File: src/include/eep_pkg.sv
// Purpose: shared constants and types for the serial EEPROM host controller
// Assumes: 50 MHz system clock, two-wire bus run at or below 400 kHz
// Notes:   all timing counts derive from the times given in ns
package eep_pkg;
   // ***************************************************************
   // timing
   // ***************************************************************
   localparam int CLK_PERIOD_NS = 20;
   localparam int SCL_PERIOD_NS = 2500;
   // quarter bit period, rounded up so the bus never runs too fast
   localparam int QTR_CYC = (SCL_PERIOD_NS + 4 * CLK_PERIOD_NS - 1) / (4 * CLK_PERIOD_NS);
   localparam int QTR_W = $clog2(QTR_CYC);
   localparam logic [QTR_W-1:0] QTR_LAST = QTR_W'(QTR_CYC - 1);
   localparam logic [QTR_W-1:0] QTR_ZERO = '0;

   // ***************************************************************
   // widths and fields
   // ***************************************************************
   localparam int ADDR_W = 12;
   localparam int DATA_W = 8;
   localparam int LEN_W = 6;
   localparam int CS_W = 3;
   localparam int FIFO_DEPTH = 16;
   localparam logic [3:0] DEV_TYPE = 4'hA;
   localparam logic [3:0] ADDR_HI_PAD = 4'h0;
   localparam logic RW_READ = 1'h1;
   localparam logic RW_WRITE = 1'h0;
   localparam logic [LEN_W-1:0] LEN_ONE = 6'h01;
   localparam logic [LEN_W-1:0] LEN_ZERO = 6'h00;

   // ***************************************************************
   // bit sequencing: four phases per bit, nine bits per byte
   // ***************************************************************
   localparam logic [1:0] PH_SET = 2'h0;
   localparam logic [1:0] PH_RISE = 2'h1;
   localparam logic [1:0] PH_SAMPLE = 2'h2;
   localparam logic [1:0] PH_FALL = 2'h3;
   localparam logic [3:0] BIT_FIRST = 4'h0;
   localparam logic [3:0] BIT_ACK = 4'h8;

   typedef enum logic [2:0] {
      OP_WRITE = 3'h0,
      OP_READ_CUR = 3'h1,
      OP_READ_RAND = 3'h2,
      OP_POLL = 3'h3,
      OP_RECOVER = 3'h4
   } eep_op_t;

   typedef enum logic [3:0] {
      ST_IDLE = 4'h0,
      ST_START = 4'h1,
      ST_ADDR = 4'h3,
      ST_HI = 4'h2,
      ST_LO = 4'h6,
      ST_DATA = 4'h7,
      ST_RSTART = 4'h5,
      ST_RADDR = 4'h4,
      ST_RDATA = 4'hC,
      ST_STOP = 4'hD,
      ST_RECOV = 4'hF
   } eep_state_t;
endpackage

File: src/eep_fifo.sv
// Purpose: write-data FIFO with registered read data
// Assumes: single clock, valid/ready on both sides
// Notes:   holds DEPTH words in memory plus one in the output register
`timescale 1ns/100ps
module eep_fifo #(
   parameter int WIDTH = 8,
   parameter int DEPTH = 16
) (
   input wire logic clk_sys, // system clock
   input wire logic arst_n, // async reset, active low
   input wire logic inValid, // write side valid
   output logic inReady, // write side ready
   input wire logic [WIDTH-1:0] inData, // write data
   output logic outValid, // read side valid
   input wire logic outReady, // read side ready
   output logic [WIDTH-1:0] outData // read data, registered
);
   localparam int PW = $clog2(DEPTH);
   localparam logic [PW:0] CNT_FULL = (PW+1)'(DEPTH);
   logic [WIDTH-1:0] mem [DEPTH];
   logic [PW-1:0] wrPtr_q, rdPtr_q;
   logic [PW:0] cnt_q;
   logic [WIDTH-1:0] outData_q;
   logic outValid_q;
   logic push, load;

   assign inReady = (cnt_q != CNT_FULL);
   assign push = inValid && inReady;
   assign load = (cnt_q != '0) && (!outValid_q || outReady);
   assign outValid = outValid_q;
   assign outData = outData_q;

   always_ff @(posedge clk_sys) begin
      if (push) begin
         mem[wrPtr_q] <= inData;
      end
   end

   always_ff @(posedge clk_sys or negedge arst_n) begin
      if (!arst_n) begin
         wrPtr_q <= '0;
         rdPtr_q <= '0;
         cnt_q <= '0;
      end else begin
         if (push) begin
            wrPtr_q <= wrPtr_q + 1'b1;
         end
         if (load) begin
            rdPtr_q <= rdPtr_q + 1'b1;
         end
         cnt_q <= cnt_q + (PW+1)'(push) - (PW+1)'(load);
      end
   end

   always_ff @(posedge clk_sys or negedge arst_n) begin
      if (!arst_n) begin
         outData_q <= '0;
         outValid_q <= 1'b0;
      end else if (load) begin
         outData_q <= mem[rdPtr_q];
         outValid_q <= 1'b1;
      end else if (outReady) begin
         outValid_q <= 1'b0;
      end
   end
endmodule // eep_fifo

File: src/eep_host_ctrl.sv
// Purpose: two-wire bus master driving a serial EEPROM
// Assumes: single clk_sys domain; SCL made here by a divider; SDA open drain
// Notes:   write data pass through a 16-word FIFO; one command at a time
`timescale 1ns/100ps
module eep_host_ctrl (
   input wire logic clk_sys, // system clock, 50 MHz
   input wire logic arst_n, // async reset, active low
   input wire logic cmdValid, // command request
   output logic cmdReady, // command taken when high with cmdValid
   input wire eep_pkg::eep_op_t cmdOp, // operation
   input wire logic [eep_pkg::CS_W-1:0] cmdChip, // chip-select value of target
   input wire logic [eep_pkg::ADDR_W-1:0] cmdAddr, // byte address
   input wire logic [eep_pkg::LEN_W-1:0] cmdLen, // byte count, 0 taken as 1
   input wire logic wrValid, // write data valid
   output logic wrReady, // write FIFO has room
   input wire logic [eep_pkg::DATA_W-1:0] wrData, // write data
   output logic rdValid, // read byte pulse
   output logic [eep_pkg::DATA_W-1:0] rdData, // read byte
   output logic busy, // command in progress
   output logic done, // command finished pulse
   output logic nackSeen, // last command met a missing acknowledge
   output logic scl, // bus clock out
   input wire logic sdaIn, // data line level
   output logic sdaOut, // data line drive value
   output logic sdaOeN // data line enable, low drives
);
   import eep_pkg::*;

   // ***************************************************************
   // decode helpers
   // ***************************************************************
   function automatic logic isTx(input eep_state_t s);
      return (s == ST_ADDR) || (s == ST_HI) || (s == ST_LO) || (s == ST_DATA) || (s == ST_RADDR);
   endfunction

   function automatic logic isBitSt(input eep_state_t s);
      return isTx(s) || (s == ST_RDATA) || (s == ST_RECOV);
   endfunction

   function automatic logic [DATA_W-1:0] devByte(input logic [CS_W-1:0] cs, input logic rw);
      return {DEV_TYPE, cs, rw};
   endfunction

   eep_state_t state_q, state_d;
   eep_op_t op_q;
   logic [CS_W-1:0] chip_q;
   logic [ADDR_W-1:0] addr_q;
   logic [LEN_W-1:0] remain_q;
   logic [1:0] phase_q;
   logic [3:0] bitCnt_q;
   logic [DATA_W-1:0] txSh_q, rxSh_q, rdData_q;
   logic ackSeen_q, haveByte_q, rdValid_q, done_q, nack_q;
   logic [QTR_W-1:0] divCnt_q;
   logic sdaMeta_q, sdaSync_q;
   logic scl_q, sdaLow_q, sclD, sdaLowD;
   logic fifoValid, fifoPop;
   logic [DATA_W-1:0] fifoData;
   logic tick, stall, step, endUnit, recovFree, accept;

   eep_fifo #(.WIDTH(DATA_W), .DEPTH(FIFO_DEPTH)) eep_fifo_inst (
      .clk_sys(clk_sys),
      .arst_n(arst_n),
      .inValid(wrValid),
      .inReady(wrReady),
      .inData(wrData),
      .outValid(fifoValid),
      .outReady(fifoPop),
      .outData(fifoData)
   );

   // ***************************************************************
   // sampling, divider and sequencing strobes
   // ***************************************************************
   always_ff @(posedge clk_sys or negedge arst_n) begin
      if (!arst_n) begin
         sdaMeta_q <= 1'b1;
         sdaSync_q <= 1'b1;
      end else begin
         sdaMeta_q <= sdaIn;
         sdaSync_q <= sdaMeta_q;
      end
   end

   always_ff @(posedge clk_sys or negedge arst_n) begin
      if (!arst_n) begin
         divCnt_q <= QTR_ZERO;
      end else if (state_q == ST_IDLE || tick) begin
         divCnt_q <= QTR_ZERO;
      end else begin
         divCnt_q <= divCnt_q + 1'b1;
      end
   end

   assign tick = (divCnt_q == QTR_LAST);
   assign accept = cmdValid && cmdReady;
   // hold clock low until a data byte is available
   assign stall = (state_q == ST_DATA) && (phase_q == PH_SET) && (bitCnt_q == BIT_FIRST) && !haveByte_q;
   assign fifoPop = stall && fifoValid;
   assign step = tick && !stall;
   assign endUnit = step && (phase_q == PH_FALL) && (!isBitSt(state_q) || bitCnt_q == BIT_ACK);
   assign recovFree = (state_q == ST_RECOV) && step && (phase_q == PH_SAMPLE) && sdaSync_q;

   // ***************************************************************
   // command sequence
   // ***************************************************************
   always_comb begin
      state_d = state_q;
      if (state_q == ST_IDLE) begin
         if (cmdValid) begin
            state_d = (cmdOp == OP_RECOVER) ? ST_RECOV : ST_START;
         end
      end else if (recovFree) begin
         state_d = ST_START;
      end else if (endUnit) begin
         unique case (state_q)
            ST_START: state_d = (op_q == OP_RECOVER) ? ST_STOP : ST_ADDR;
            ST_ADDR: begin
               if (!ackSeen_q || op_q == OP_POLL) begin
                  state_d = ST_STOP;
               end else if (op_q == OP_READ_CUR) begin
                  state_d = ST_RDATA;
               end else begin
                  state_d = ST_HI;
               end
            end
            ST_HI: state_d = ackSeen_q ? ST_LO : ST_STOP;
            ST_LO: begin
               if (!ackSeen_q) begin
                  state_d = ST_STOP;
               end else begin
                  state_d = (op_q == OP_WRITE) ? ST_DATA : ST_RSTART;
               end
            end
            ST_DATA: state_d = (!ackSeen_q || remain_q == LEN_ONE) ? ST_STOP : ST_DATA;
            ST_RSTART: state_d = ST_RADDR;
            ST_RADDR: state_d = ackSeen_q ? ST_RDATA : ST_STOP;
            ST_RDATA: state_d = (remain_q == LEN_ONE) ? ST_STOP : ST_RDATA;
            ST_STOP: state_d = ST_IDLE;
            ST_RECOV: state_d = ST_START;
            default: state_d = ST_IDLE;
         endcase
      end
   end

   always_ff @(posedge clk_sys or negedge arst_n) begin
      if (!arst_n) begin
         state_q <= ST_IDLE;
         phase_q <= PH_SET;
         bitCnt_q <= BIT_FIRST;
      end else begin
         state_q <= state_d;
         if (accept || recovFree || endUnit) begin
            phase_q <= PH_SET;
            bitCnt_q <= BIT_FIRST;
         end else if (step) begin
            phase_q <= phase_q + 1'b1;
            if (phase_q == PH_FALL && isBitSt(state_q)) begin
               bitCnt_q <= bitCnt_q + 1'b1;
            end
         end
      end
   end

   always_ff @(posedge clk_sys or negedge arst_n) begin
      if (!arst_n) begin
         op_q <= OP_WRITE;
         chip_q <= '0;
         addr_q <= '0;
         remain_q <= LEN_ONE;
      end else if (accept) begin
         op_q <= cmdOp;
         chip_q <= cmdChip;
         addr_q <= cmdAddr;
         remain_q <= (cmdLen == LEN_ZERO) ? LEN_ONE : cmdLen;
      end else if (endUnit && (state_q == ST_DATA || state_q == ST_RDATA)) begin
         remain_q <= remain_q - 1'b1;
      end
   end

   // ***************************************************************
   // shift registers and acknowledge
   // ***************************************************************
   always_ff @(posedge clk_sys or negedge arst_n) begin
      if (!arst_n) begin
         txSh_q <= '0;
         haveByte_q <= 1'b0;
      end else if (fifoPop) begin
         txSh_q <= fifoData;
         haveByte_q <= 1'b1;
      end else if (endUnit) begin
         haveByte_q <= 1'b0;
         unique case (state_d)
            ST_ADDR: txSh_q <= devByte(chip_q, (op_q == OP_READ_CUR) ? RW_READ : RW_WRITE);
            ST_HI: txSh_q <= {ADDR_HI_PAD, addr_q[ADDR_W-1:DATA_W]};
            ST_LO: txSh_q <= addr_q[DATA_W-1:0];
            ST_RADDR: txSh_q <= devByte(chip_q, RW_READ);
            default: txSh_q <= txSh_q;
         endcase
      end else if (step && phase_q == PH_FALL && isTx(state_q)) begin
         txSh_q <= {txSh_q[DATA_W-2:0], 1'b0};
      end
   end

   always_ff @(posedge clk_sys or negedge arst_n) begin
      if (!arst_n) begin
         rxSh_q <= '0;
         ackSeen_q <= 1'b0;
      end else if (step && phase_q == PH_SAMPLE) begin
         if (state_q == ST_RDATA && bitCnt_q != BIT_ACK) begin
            rxSh_q <= {rxSh_q[DATA_W-2:0], sdaSync_q};
         end
         if (isTx(state_q) && bitCnt_q == BIT_ACK) begin
            ackSeen_q <= !sdaSync_q;
         end
      end
   end

   // ***************************************************************
   // user-side results
   // ***************************************************************
   always_ff @(posedge clk_sys or negedge arst_n) begin
      if (!arst_n) begin
         rdData_q <= '0;
         rdValid_q <= 1'b0;
         done_q <= 1'b0;
         nack_q <= 1'b0;
      end else begin
         rdValid_q <= endUnit && (state_q == ST_RDATA);
         done_q <= endUnit && (state_q == ST_STOP);
         if (endUnit && state_q == ST_RDATA) begin
            rdData_q <= rxSh_q;
         end
         if (accept) begin
            nack_q <= 1'b0;
         end else if (endUnit && isTx(state_q) && !ackSeen_q) begin
            nack_q <= 1'b1;
         end
      end
   end

   // ***************************************************************
   // bus line levels
   // ***************************************************************
   always_comb begin
      sclD = 1'b1;
      sdaLowD = 1'b0;
      unique case (state_q)
         ST_IDLE: begin
            sclD = 1'b1;
            sdaLowD = 1'b0;
         end
         ST_START, ST_RSTART: begin
            sclD = (phase_q == PH_RISE) || (phase_q == PH_SAMPLE);
            sdaLowD = (phase_q == PH_SAMPLE) || (phase_q == PH_FALL);
         end
         ST_STOP: begin
            sclD = (phase_q != PH_SET);
            sdaLowD = (phase_q == PH_SET) || (phase_q == PH_RISE);
         end
         ST_RDATA: begin
            sclD = (phase_q == PH_RISE) || (phase_q == PH_SAMPLE);
            sdaLowD = (bitCnt_q == BIT_ACK) && (remain_q != LEN_ONE);
         end
         ST_RECOV: begin
            sclD = (phase_q == PH_RISE) || (phase_q == PH_SAMPLE);
            sdaLowD = 1'b0;
         end
         ST_ADDR, ST_HI, ST_LO, ST_DATA, ST_RADDR: begin
            sclD = (phase_q == PH_RISE) || (phase_q == PH_SAMPLE);
            sdaLowD = (bitCnt_q != BIT_ACK) && !txSh_q[DATA_W-1];
         end
         default: begin
            sclD = 1'b1;
            sdaLowD = 1'b0;
         end
      endcase
   end

   always_ff @(posedge clk_sys or negedge arst_n) begin
      if (!arst_n) begin
         scl_q <= 1'b1;
         sdaLow_q <= 1'b0;
      end else begin
         scl_q <= sclD;
         sdaLow_q <= sdaLowD;
      end
   end

   assign scl = scl_q;
   assign sdaOut = 1'b0;
   assign sdaOeN = !sdaLow_q;
   assign cmdReady = (state_q == ST_IDLE);
   assign busy = (state_q != ST_IDLE);
   assign rdValid = rdValid_q;
   assign rdData = rdData_q;
   assign done = done_q;
   assign nackSeen = nack_q;

   // ***************************************************************
   // checks
   // ***************************************************************
   a_start_shape: assert property (
      @(posedge clk_sys) disable iff (!arst_n)
      (state_q == ST_START && phase_q == PH_SAMPLE && tick) |-> (scl_q && sdaLow_q) ##2 (!scl_q && sdaLow_q))
      else $error("start condition malformed");
   a_stop_shape: assert property (
      @(posedge clk_sys) disable iff (!arst_n)
      (state_q == ST_STOP && phase_q == PH_FALL && tick) |-> (scl_q && !sdaLow_q) ##2 (cmdReady && scl_q))
      else $error("stop condition malformed");
   a_sda_stable: assert property (
      @(posedge clk_sys) disable iff (!arst_n)
      (scl_q && $past(scl_q) && isBitSt(state_q) && isBitSt($past(state_q))) |-> $stable(sdaLow_q))
      else $error("data moved while clock high");
   a_bit_count: assert property (
      @(posedge clk_sys) disable iff (!arst_n)
      (step && phase_q == PH_FALL && isBitSt(state_q) && bitCnt_q != BIT_ACK && !recovFree)
      |=> (bitCnt_q == $past(bitCnt_q) + 4'h1) && !scl_q)
      else $error("bit count did not advance once per clock");
   a_ack_release: assert property (
      @(posedge clk_sys) disable iff (!arst_n)
      (isTx(state_q) && bitCnt_q == BIT_ACK && phase_q == PH_SAMPLE && tick) |-> !sdaLow_q)
      else $error("master drove data in device acknowledge slot");
   a_read_ack: assert property (
      @(posedge clk_sys) disable iff (!arst_n)
      (state_q == ST_RDATA && bitCnt_q == BIT_ACK && phase_q == PH_SAMPLE && tick)
      |-> (sdaLow_q == (remain_q != LEN_ONE)))
      else $error("read acknowledge wrong for byte position");
   a_addr_rw: assert property (
      @(posedge clk_sys) disable iff (!arst_n)
      ((state_q == ST_ADDR || state_q == ST_RADDR) && bitCnt_q == BIT_FIRST && phase_q == PH_SET)
      |-> (txSh_q[DATA_W-1:DATA_W-4] == DEV_TYPE)
          && (txSh_q[0] == (state_q == ST_RADDR || op_q == OP_READ_CUR)))
      else $error("address byte type or direction wrong");
   a_hi_byte: assert property (
      @(posedge clk_sys) disable iff (!arst_n)
      (state_q == ST_HI && bitCnt_q == BIT_FIRST && phase_q == PH_SET)
      |-> (txSh_q == {ADDR_HI_PAD, addr_q[ADDR_W-1:DATA_W]}))
      else $error("high address byte wrong");
   a_write_order: assert property (
      @(posedge clk_sys) disable iff (!arst_n)
      (state_q == ST_LO && endUnit && ackSeen_q && op_q == OP_WRITE) |=> (state_q == ST_DATA))
      else $error("data byte did not follow byte address");
   a_poll_stop: assert property (
      @(posedge clk_sys) disable iff (!arst_n)
      (state_q == ST_ADDR && endUnit && op_q == OP_POLL) |=> (state_q == ST_STOP) && (nack_q == !$past(ackSeen_q)))
      else $error("poll did not close with stop and result");
   a_rand_rstart: assert property (
      @(posedge clk_sys) disable iff (!arst_n)
      (state_q == ST_LO && endUnit && ackSeen_q && op_q == OP_READ_RAND) |=> (state_q == ST_RSTART))
      else $error("random read missed repeated start");
   a_recov_exit: assert property (
      @(posedge clk_sys) disable iff (!arst_n)
      (state_q == ST_RECOV && step && phase_q == PH_SAMPLE && sdaSync_q) |=> (state_q == ST_START))
      else $error("recovery did not move to start on released data");
endmodule // eep_host_ctrl

File: config.mk
export PLATFORM = sky130hd
export DESIGN_NAME = eep_host_ctrl
export DESIGN_NICKNAME = d
export VERILOG_FILES = /design/src/include/eep_pkg.sv /design/src/eep_fifo.sv /design/src/eep_host_ctrl.sv
export SDC_FILE = /design/constraint.sdc
export NUM_CORES = 1
export LEC_CHECK = 0
export BUFFER_PORTS_ARGS = -buffer_cell sky130_fd_sc_hd__buf_4
export CAP_MARGIN = 5
export CORE_ASPECT_RATIO = 1.75
export CORE_MARGIN = 4
export CORE_UTILIZATION = 30
export CTS_BUF_LIST = sky130_fd_sc_hd__clkbuf_4 sky130_fd_sc_hd__clkbuf_8 sky130_fd_sc_hd__clkbuf_16
export CTS_CLUSTER_SIZE = 12
export DETAILED_ROUTE_END_ITERATION = 7
export PLACE_DENSITY_LB_ADDON = 0.3
export SETUP_SLACK_MARGIN = 0.3
export SKIP_LAST_GASP = 1
export SLEW_MARGIN = 20
export SYNTH_ARGS = -nofsm -noshare
export SYNTH_HDL_FRONTEND = slang
export SYNTH_SLANG_ARGS = --single-unit
File: constraint.sdc
create_clock -name clk_sys -period 7.4 [get_ports clk_sys]
set_input_delay 1.48 -clock clk_sys [delete_from_list [all_inputs] [get_ports clk_sys]]
set_output_delay 1.48 -clock clk_sys [all_outputs]
set_load 0.02 [all_outputs]
==> results of run 1 <==
cell type report:
cell class | count | area (sq um)
Fill cell | 3148 | 20900
Sequential cell | 222 | 6200
Multi-Input combinational cell | 397 | 3290
Clock buffer | 36 | 679
Tap cell | 400 | 500
Timing Repair Buffer | 59 | 443
Inverter | 33 | 124
Clock inverter | 6 | 55.1
kinds of logic after synthesis:
| kind of cell | share of synthesized area, % |
|---|---|
| DFF | 63.3 |
| and+or+nand+nor | 9.89 |
| muxes | 13.4 |
| AOI/OAI and AO/OA | 5.53 |
| buffers and inverters | 3.17 |
| adders and majority gates | 2.88 |
| xor gates and xnor gates | 1.88 |
| other | 0.0383 |
critical path, delay by kind of cell, from the launching register on:
family	cells	cell delay (ps)
simple gates	2	730
buf+inv	2	410
flops	1	580
synth_stat cells (3+ instances only):
master / n / area [sq um]
nand3_1: 14 / 70.1
nand4_1: 6 / 37.5
o21ai_0: 22 / 110
nor3b_1: 5 / 37.5
and3_1: 3 / 18.8
xor2_1: 8 / 70.1
mux4_2: 40 / 901
mux2i_1: 7 / 70.1
nand2_1: 93 / 349
dfrtp_1: 90 / 2250
xnor2_1: 13 / 114
and2_1: 12 / 75.1
a22oi_1: 3 / 22.5
mux2_2: 29 / 327
o221ai_1: 4 / 35.0
buf_6: 7 / 78.8
edfxtp_1: 128 / 3840
inv_1: 31 / 116
nor2_1: 33 / 124
ha_1: 21 / 263
dfstp_2: 4 / 105
nor3_1: 7 / 35.0
a31oi_1: 3 / 18.8
clkbuf_1: 16 / 60.1
a21oi_1: 13 / 65.1
o211ai_1: 3 / 22.5
nor4_1: 7 / 43.8
buf_1: 5 / 18.8
or3_2: 3 / 22.5
layer usage:
layer | share of wire (%) | GRT usage, % | routed length [um] | up-vias
met5 | 0 | 0 | 0 | -
met1 | 37 | 13.1 | 7830 | 2808
met4 | 2.6 | 3.90 | 561 | 0
li1 | - | - | - | 2620
met2 | 57 | 23.5 | 12100 | 93
met3 | 3.4 | 1.90 | 722 | 35
power by group through the flow:
stage | registers [mW] | logic (mW) | clock network [mW]
2_1_floorplan | 1.46 | 0.196 | 0
3_3_place_gp | 1.48 | 0.284 | 0
3_5_place_dp | 1.48 | 0.289 | 0
4_1_cts | 1.46 | 0.291 | 1.17
5_1_grt | 1.47 | 0.318 | 1.22
6_report | 1.46 | 0.277 | 1.13
per-stage QoR:
| step | power, mW | utilization, % |
|---|---|---|
| after CTS | 2.91 | 35.1 |
| final | 2.86 | 35.1 |
| after floorplan | 1.65 | - |
| after detailed placement | 1.77 | 32.8 |
| after global placement | 1.76 | 32.8 |
| after global routing | 3.00 | 35.1 |
registers in the layout, indices dropped and copies added (netlist names), 2 cells and up:
name                   count
eep_fifo_inst.mem        128
eep_fifo_inst.cnt_q        5
op_q                       3
eep_fifo_inst.rdPtr_q      4
remain_q                   6
eep_fifo_inst.outData      8
bitCnt_q                   4
eep_fifo_inst.wrPtr_q      4
state_q                    4
txSh_q                     8
addr_q                    12
divCnt_q                   5
chip_q                     3
phase_q                    2
rxSh_q                     8
rdData                     8
path summary, 6_finish.rpt:
check / start / endpoint / slack (ps) / cells past startpoint
setup / recovery: state_q[1] / cmdReady / 3670 / 4
hold / removal: sdaMeta_q / sdaSync_q / 360 / 0
setup reg to reg: state_q[2] / txSh_q[2] / 3950 / 8
hold reg to reg: sdaMeta_q / sdaSync_q / 360 / 0
max in group asynchronous: arst_n / rxSh_q[2] / 5270 / 2
min in group asynchronous: arst_n / done / 930 / 1
==> qor.yml, run 1 <==
cells_and_area:
  drive_gt1_share_pct: 25.5
  layout.cells.most_common_list: "edfxtp_1, nand2_1, dfrtp_1"
  layout_commonest_cell: "edfxtp_1"
  layout.cells.non_filler: 1153
  nets: 795
  fin_area_sq_um: 11300
  antenna_cells: 0
  area_growth_pct: 15.2
grt:
  grt_max_degree: 64
  grt_overflow: 0
  grt_pass1_vias: 6026
  grt_use_total_pct: 12.1
  grt_pass1_wl_um: 33600
  antenna_found_initial: 0
timing:
  fin_ws_ps: 3670
  fin_crit_sh_pct: 50.4
  hold_violations: 0
  setup_viol: 0
  grt_setup_unrepaired: "no"
  tns_ps: 0
  period_needed_ps: 3730
  worst_pin_slew_ps: 911
  slew_headroom_pct: 39.1
  fin_hold_ws_ps: 362
  slew_violations: 0
  fmax_mhz: 268
  skew_ps: 14.8
power_and_ir_drop:
  p_sw_share_pct: 23.2
  intPower_mw: 2.20
  vdd_drop_max_mv: 0.132
  p_seq_share_pct: 50.9
  power.switching_mw: 0.665
  p_leak_nw: 4.42
  combPwrFrac_pct: 9.7
  clkPwrFrac_pct: 39.5
  p_per_area_nw_per_um2: 253
floorplanning:
  start_util_pct: 30.4
  dieHeight_um: 247
  io_pins: 54
  die_area_sq_um: 35700
  coreArea_sq_um: 32200
  rows: 87
  fp.dieW_um: 145
logic_synthesis:
  synth_async_sr_flop_share_pct: 42.3
  syn_inst: 683
  synth-main-ff-cell: "edfxtp_1"
  synthDistinctLibCells: 73
  yosysWarnings: 0
  netlist_area_sq_um: 9800
  synth_edf_count: 128
  syn_nets: 742
  synth_seq_cells: 222
  avgSynthCellArea_sq_um: 14.4
  synth-seq-area-share_pct: 63.3
critical_path:
  cpMaxStageDelayCell: "dfrtp_1"
  arrival_ps: 2250
  critPathMaxFanout: 18
  crit_type: "reg -> out"
  cp_cell_sequence: "nor2_1 -> nand2_1 -> inv_1 -> buf_4"
  slowest_delay_ps: 580
  start_kind: "register"
  end_kind: "output pin"
  cp.required_ps: 5920
clocking:
  numCtsBuffers: 23
  cts_tree: "done"
  clockBufferDepth: 3
  clk_latency_ps: 520
  clk_pin_slew_ps: 60
  post_cts_buffers: 0
  root_buffer: "clkbuf_16"
  clock_sinks: 222
  post_cts_resized: 0
  htreeDepth: 1
  cts_hold_buf: 0
worst_hold_path:
  hold_class: "reg -> reg"
placement:
  finalWeightedCongestion: 0.866
  dp.cells: 1111
  place_area_sq_um: 10600
  port_buffers: 52
  dpl.hpwl_um: 14900
  dp_slack_ps: 3830
route:
  wirelength_um: 21200
  drc: 0
  via_per_inst: 4.82
  drt_first_pass_iters: 4
  ant_nets: 0
  drtIter0Drc: 250
  vias: 5556
  post_drt_wl_per_cell_um: 18.4
outcome:
  status: "completed"
job:
  drv_cap: 0
No activity file was read; power rests on OpenSTA's default activity.
==> inputs of run 2 (changes only) <==
Clock period 7.4 ns to 3.65 ns, I/O delays scaled along.
==> qor.yml, run 2 (synthesis gave the netlist of run 1 again) <==
route:
  drt_first_pass_iters: 4  # unchanged
  drc: 0  # unchanged
  vias: 5655  # +1.8%
  wirelength_um: 21500  # +1.1%
  ant_nets: 0  # unchanged
  post_drt_wl_per_cell_um: 18.4  # -0.12%
  via_per_inst: 4.85  # +0.56%
  drtIter0Drc: 357  # +43%
cells_and_area:
  layout_commonest_cell: "edfxtp_1"
  largest_reg_flops: 128  # unchanged
  layout.cells.non_filler: 1167  # +1.2%
  nets: 808  # +1.6%
  nFillCells: 3102  # -1.5%
  layout.cells.most_common_list: "edfxtp_1, nand2_1, dfrtp_1"
  top_regs: "eep_fifo_inst.mem: 128 flops, addr_q: 12 flops"
  area_growth_pct: 17.0
  antenna_cells: 0  # unchanged
  drive_gt1_share_pct: 26.9  # +1.4 points
  top_register: "eep_fifo_inst.mem"
critical_path:
  start_kind: "register"
  reg2reg_depth: 10  # +2
  r2r-start: "divCnt_q[0]"
  reg2reg_to: "txSh_q[3]"
  slowest_delay_ps: 510  # -70 ps
  cp.required_ps: 4040  # -1880 ps
  arrival_ps: 3420  # +1170 ps
  crit_type: "reg -> reg"
  cp_cell_sequence: "ha_1 -> and3_1 -> ha_1 -> and2_1 -> o21ai_2 -> o21ai_1 -> o31ai_4 -> mux2i_1 -> a21oi_1 -> mux2_2"
  end_kind: "register"
  cpMostUsedCell: "ha_1"
  reg2reg_slack_ps: 620  # -3330 ps
  cpMaxStageDelayCell: "o31ai_4"
  critPathMaxFanout: 9  # -9
grt:
  grt_pass1_wl_um: 34700  # +3.2%
  grt_pass1_vias: 6139  # +1.9%
  grt_max_degree: 54  # -16%
  grt_use_total_pct: 12.4  # +0.27 points
  grt_overflow: 0  # unchanged
  antenna_found_initial: 0  # unchanged
placement:
  dp.cells: 1123  # +1.1%
  dpl.hpwl_um: 15600  # +4.8%
  finalWeightedCongestion: 0.871  # +0.57%
  dp_slack_ps: 639  # -3190 ps
  port_buffers: 52  # unchanged
floorplanning:
  die_area_sq_um: 35700  # unchanged
  coreArea_sq_um: 32200  # unchanged
  fp.dieW_um: 145  # unchanged
  rows: 87  # unchanged
  dieHeight_um: 247  # unchanged
  start_util_pct: 30.4  # unchanged
  io_pins: 54  # unchanged
clocking:
  clock_sinks: 222  # unchanged
  cts_hold_buf: 0  # unchanged
  numCtsBuffers: 24  # +4.3%
  root_buffer: "clkbuf_16"
  htreeDepth: 1  # unchanged
  cts_tree: "done"
  post_cts_buffers: 0  # unchanged
  clockBufferDepth: 3  # unchanged
  post_cts_resized: 0  # unchanged
  clk_pin_slew_ps: 60  # about the same
  clk_latency_ps: 510  # about the same
timing:
  hold_violations: 0  # unchanged
  skew_ps: 19.5  # +4.68 ps
  slew_violations: 0  # unchanged
  fin_ws_ps: 620  # -3050 ps
  grt_setup_unrepaired: "no"
  slew_headroom_pct: 52.2  # +13 points
  tns_ps: 0  # unchanged
  fmax_mhz: 330
  fin_crit_sh_pct: 83.0
  worst_pin_slew_ps: 713  # -198 ps
  period_needed_ps: 3030
  setup_viol: 0  # unchanged
job:
  drv_cap: 0  # unchanged
power_and_ir_drop:
  p_leak_nw: 4.52  # +2.4%
  p_sw_share_pct: 22.9  # -0.32 points
  p_seq_share_pct: 49.5  # -1.4 points
  power.switching_mw: 1.37  # +110%
  p_per_area_nw_per_um2: 519  # +100%
  vdd_drop_max_mv: 0.350  # +170%
  intPower_mw: 4.59  # +110%
  clkPwrFrac_pct: 40.9  # +1.4 points
  combPwrFrac_pct: 9.6  # about the same
worst_hold_path:
  hold_class: "in -> async"
outcome:
  status: "completed"
-- run 2: power by group through the flow --
stage | logic, mW | clock network [mW] | registers, mW
after floorplan | 0.397 | 0 | 2.96
after global placement | 0.591 | 0 | 3.00
after detailed placement | 0.597 | 0 | 3.00
after CTS | 0.599 | 2.51 | 2.95
after global routing | 0.657 | 2.61 | 2.97
final | 0.574 | 2.43 | 2.95
-- run 2: layer usage --
layer  global-route usage, %  up-vias  wire length (um)
met5                       0        -                 0
met4                    3.29        0               533
li1                        -     2648                 -
met1                    13.5     2868              7610
met2                    24.4      101             12600
met3                    1.74       38               739
-- run 2: layout make-up --
type	count	area (sq um)	area share [%]
timing repair buffer	71	558	4.86
multi-input combinational	397	3290	28.7
sequential	222	6200	54.1
clock inverter	8	87.6	0.764
clock buffer	36	708	6.17
inverter	33	124	1.08
tap	400	500	4.36
-- run 2: metrics by stage --
step / cell area (sq um) / total power [mW] / hold slack [ps] / util [%]
3_3_place_gp: 10700 / 3.59 / 353 / 33.1
4_1_cts: 11500 / 6.06 / 247 / 35.6
3_5_place_dp: 10700 / 3.60 / 353 / 33.1
5_1_grt: 11500 / 6.24 / 275 / 35.6
6_report: 11500 / 5.96 / 222 / 35.6
2_1_floorplan: 9800 / 3.35 / 345 / -
-- run 2: worst max-delay path: cells and delay by family (launching register included) --
family	cells	cell delay, ps
flops	1	400
fa+ha+maj	2	510
simple gates	2	450
mux	2	580
compound gates	4	980
-- run 2: worst max path at each step --
stage / start / endpoint / slack, ps / cells after the start
after global placement: divCnt_q[0] / txSh_q[3] / 680 / 10
after CTS: divCnt_q[0] / txSh_q[3] / 630 / 10
after floorplan: bitCnt_q[0] / eep_fifo_inst.cnt_q[4] / 590 / 16
after detailed placement: divCnt_q[0] / txSh_q[3] / 640 / 10
final: divCnt_q[0] / txSh_q[3] / 620 / 10
after global routing: divCnt_q[0] / txSh_q[2] / 470 / 11
==> inputs of run 3 (changes only) <==
Clock period 3.65 ns to 2.5 ns, I/O delays scaled along.
==> qor.yml, run 3 (synthesis gave the netlist of run 1 again) <==
outcome:
  status: "complete, but fails checks"
  violations: "hold timing, setup timing"
cells_and_area:
  multi_input_area_sq_um: 3670  # +12%
  final_util_pct: 39.1  # +3.5 points
  layout.cells.non_filler: 1251  # +7.2%
  area_growth_pct: 28.5
  antenna_cells: 0  # unchanged
  top_register: "eep_fifo_inst.mem"
  layout_commonest_cell: "buf_4"
  layout.cells.most_common_list: "buf_4, edfxtp_1, nand2_1"
  largest_reg_flops: 128  # unchanged
  top_regs: "eep_fifo_inst.mem: 128 flops, addr_q: 12 flops"
  drive_gt1_share_pct: 42.1  # +15 points
  regArea_sq_um: 6200  # about the same
  nets: 893  # +11%
  nFillCells: 3049  # -1.7%
critical_path:
  critPathMaxFanout: 2  # -7
  arrival_ps: 3000  # -420 ps
  cp_cell_sequence: "inv_1 -> ha_2 -> nor4b_4 -> nand3_2 -> a21oi_4 -> ha_4 -> inv_2 -> ha_4 -> inv_2 -> fa_2 -> inv_2 -> a21oi_2 -> nor2_1 -> nor2_1 -> xnor2_1"
  slowest_delay_ps: 390  # -120 ps
  start_kind: "register"
  end_kind: "register"
  cpMaxStageDelayCell: "dfrtp_1"
  cpMostUsedCell: "inv_2"
  path_buf_inv: 4  # +4
  cp.required_ps: 2910  # -1130 ps
  crit_type: "reg -> reg"
  crit_family: "adder cells"
placement:
  dpl.hpwl_um: 16200  # +3.3%
  finalWeightedCongestion: 0.936  # +7.5%
  port_buffers: 52  # unchanged
  dp.cells: 1180  # +5.1%
timing:
  skew_ps: 9.22  # -10.3 ps
  hold_violations: 10  # +10
  grt_setup_unrepaired: "yes"
  fin_hold_ws_ps: -17.9  # -240 ps
  fin_ws_ps: -86.1  # -706 ps
  worst_pin_slew_ps: 636  # -77.3 ps
  fmax_mhz: 387  # +17%
  fin_crit_sh_pct: 103  # +20 points
  period_needed_ps: 2590  # -444 ps
  setup_viol: 7  # +7
  slew_violations: 0  # unchanged
  slew_headroom_pct: 57.6  # +5.4 points
route:
  ant_nets: 0  # unchanged
  drt_first_pass_iters: 5  # +1
  post_drt_wl_per_cell_um: 18.6  # +1.2%
  wirelength_um: 23300  # +8.5%
  drc: 0  # unchanged
  drtIter0Drc: 251  # -30%
  via_per_inst: 4.84  # -0.18%
  vias: 6051  # +7.0%
worst_hold_path:
  hold_class: "in -> async"
floorplanning:
  coreArea_sq_um: 32200  # unchanged
  io_pins: 54  # unchanged
  rows: 87  # unchanged
  start_util_pct: 30.4  # unchanged
  dieHeight_um: 247  # unchanged
  die_area_sq_um: 35700  # unchanged
  fp.dieW_um: 145  # unchanged
grt:
  grt_max_degree: 95  # +76%
  grt_use_total_pct: 13.3  # +0.88 points
  grt_pass1_wl_um: 36700  # +5.9%
  antenna_found_initial: 0  # unchanged
  grt_overflow: 0  # unchanged
  grt_pass1_vias: 6557  # +6.8%
clocking:
  clk_latency_ps: 530  # +20 ps
  root_buffer: "clkbuf_16"
  htreeDepth: 1  # unchanged
  clk_pin_slew_ps: 60  # about the same
  clock_sinks: 222  # unchanged
  clockBufferDepth: 3  # unchanged
  cts_tree: "done"
  numCtsBuffers: 23  # -4.2%
job:
  drv_cap: 0  # unchanged
power_and_ir_drop:
  p_per_area_nw_per_um2: 693  # +33%
  p_leak_nw: 5.09  # +13%
  vdd_drop_max_mv: 0.437  # +25%
-- run 3: cell count changes in the layout (fill, tap and decap cells not counted), sizes merged --
cell	before	now
bufinv	2	1
inv	32	33
clkbuf	36	39
clkinv	7	3
buf	71	156
-- run 3: layout make-up --
cell class              count  share of cell area, %
inverters                  33                   1.00
repair buffers            157                   10.6
flip-flops and latches    222                   49.3
clock inverters             4                  0.467
well taps                 400                   3.97
multi-input cells         397                   29.2
clock buffers              38                   5.56
-- run 3: worst paths after layout --
kind | start | endpoint | slack [ps] | cells past startpoint
setup / recovery | bitCnt_q[1] | eep_fifo_inst.cnt_q[4] | -90 | 15
hold / removal | arst_n | divCnt_q[2] | -20 | 2
setup reg to reg | bitCnt_q[1] | eep_fifo_inst.cnt_q[4] | -90 | 15
hold reg to reg | sdaMeta_q | sdaSync_q | 360 | 0
max in group asynchronous | arst_n | state_q[0] | 2000 | 2
min in group clk_sys | sdaIn | sdaMeta_q | 80 | 1
-- run 3: power by group --
part	internal, mW	switching, mW
sequential	4.18	0.133
clock	2.03	1.40
combinational	0.443	0.544
-- run 3: stage by stage --
| stage | setup WS [ps] | setup TNS [ps] | area, sq um | power (mW) |
|---|---|---|---|---|
| after global placement | -158 | -1030 | 11200 | 5.29 |
| final | -86.1 | -423 | 12600 | 8.73 |
| after detailed placement | -186 | -1380 | 11200 | 5.31 |
| after global routing | -206 | -1310 | 12600 | 9.14 |
| after CTS | -122 | -848 | 12300 | 8.85 |
| after floorplan | -91.2 | -503 | 9920 | 4.93 |
-- run 3: per-layer routing --
| metal | global-route usage [%] | routed length [um] |
|---|---|---|
| met1 | 13.8 | 8260 |
| met2 | 25.9 | 13200 |
| met3 | 2.07 | 811 |
| met4 | 5.08 | 1010 |
| met5 | 0 | 0 |
-- run 3: timing repair --
| action | 4_1_cts | 5_1_grt |
|---|---|---|
| pin swaps | 27 | 25 |
| setup buffers | 13 | 15 |
| setup endpoints to repair | 59 | 112 |
| hold buffers | 0 | 0 |
| gates cloned | 0 | 1 |
| resized for setup | 60 | 36 |
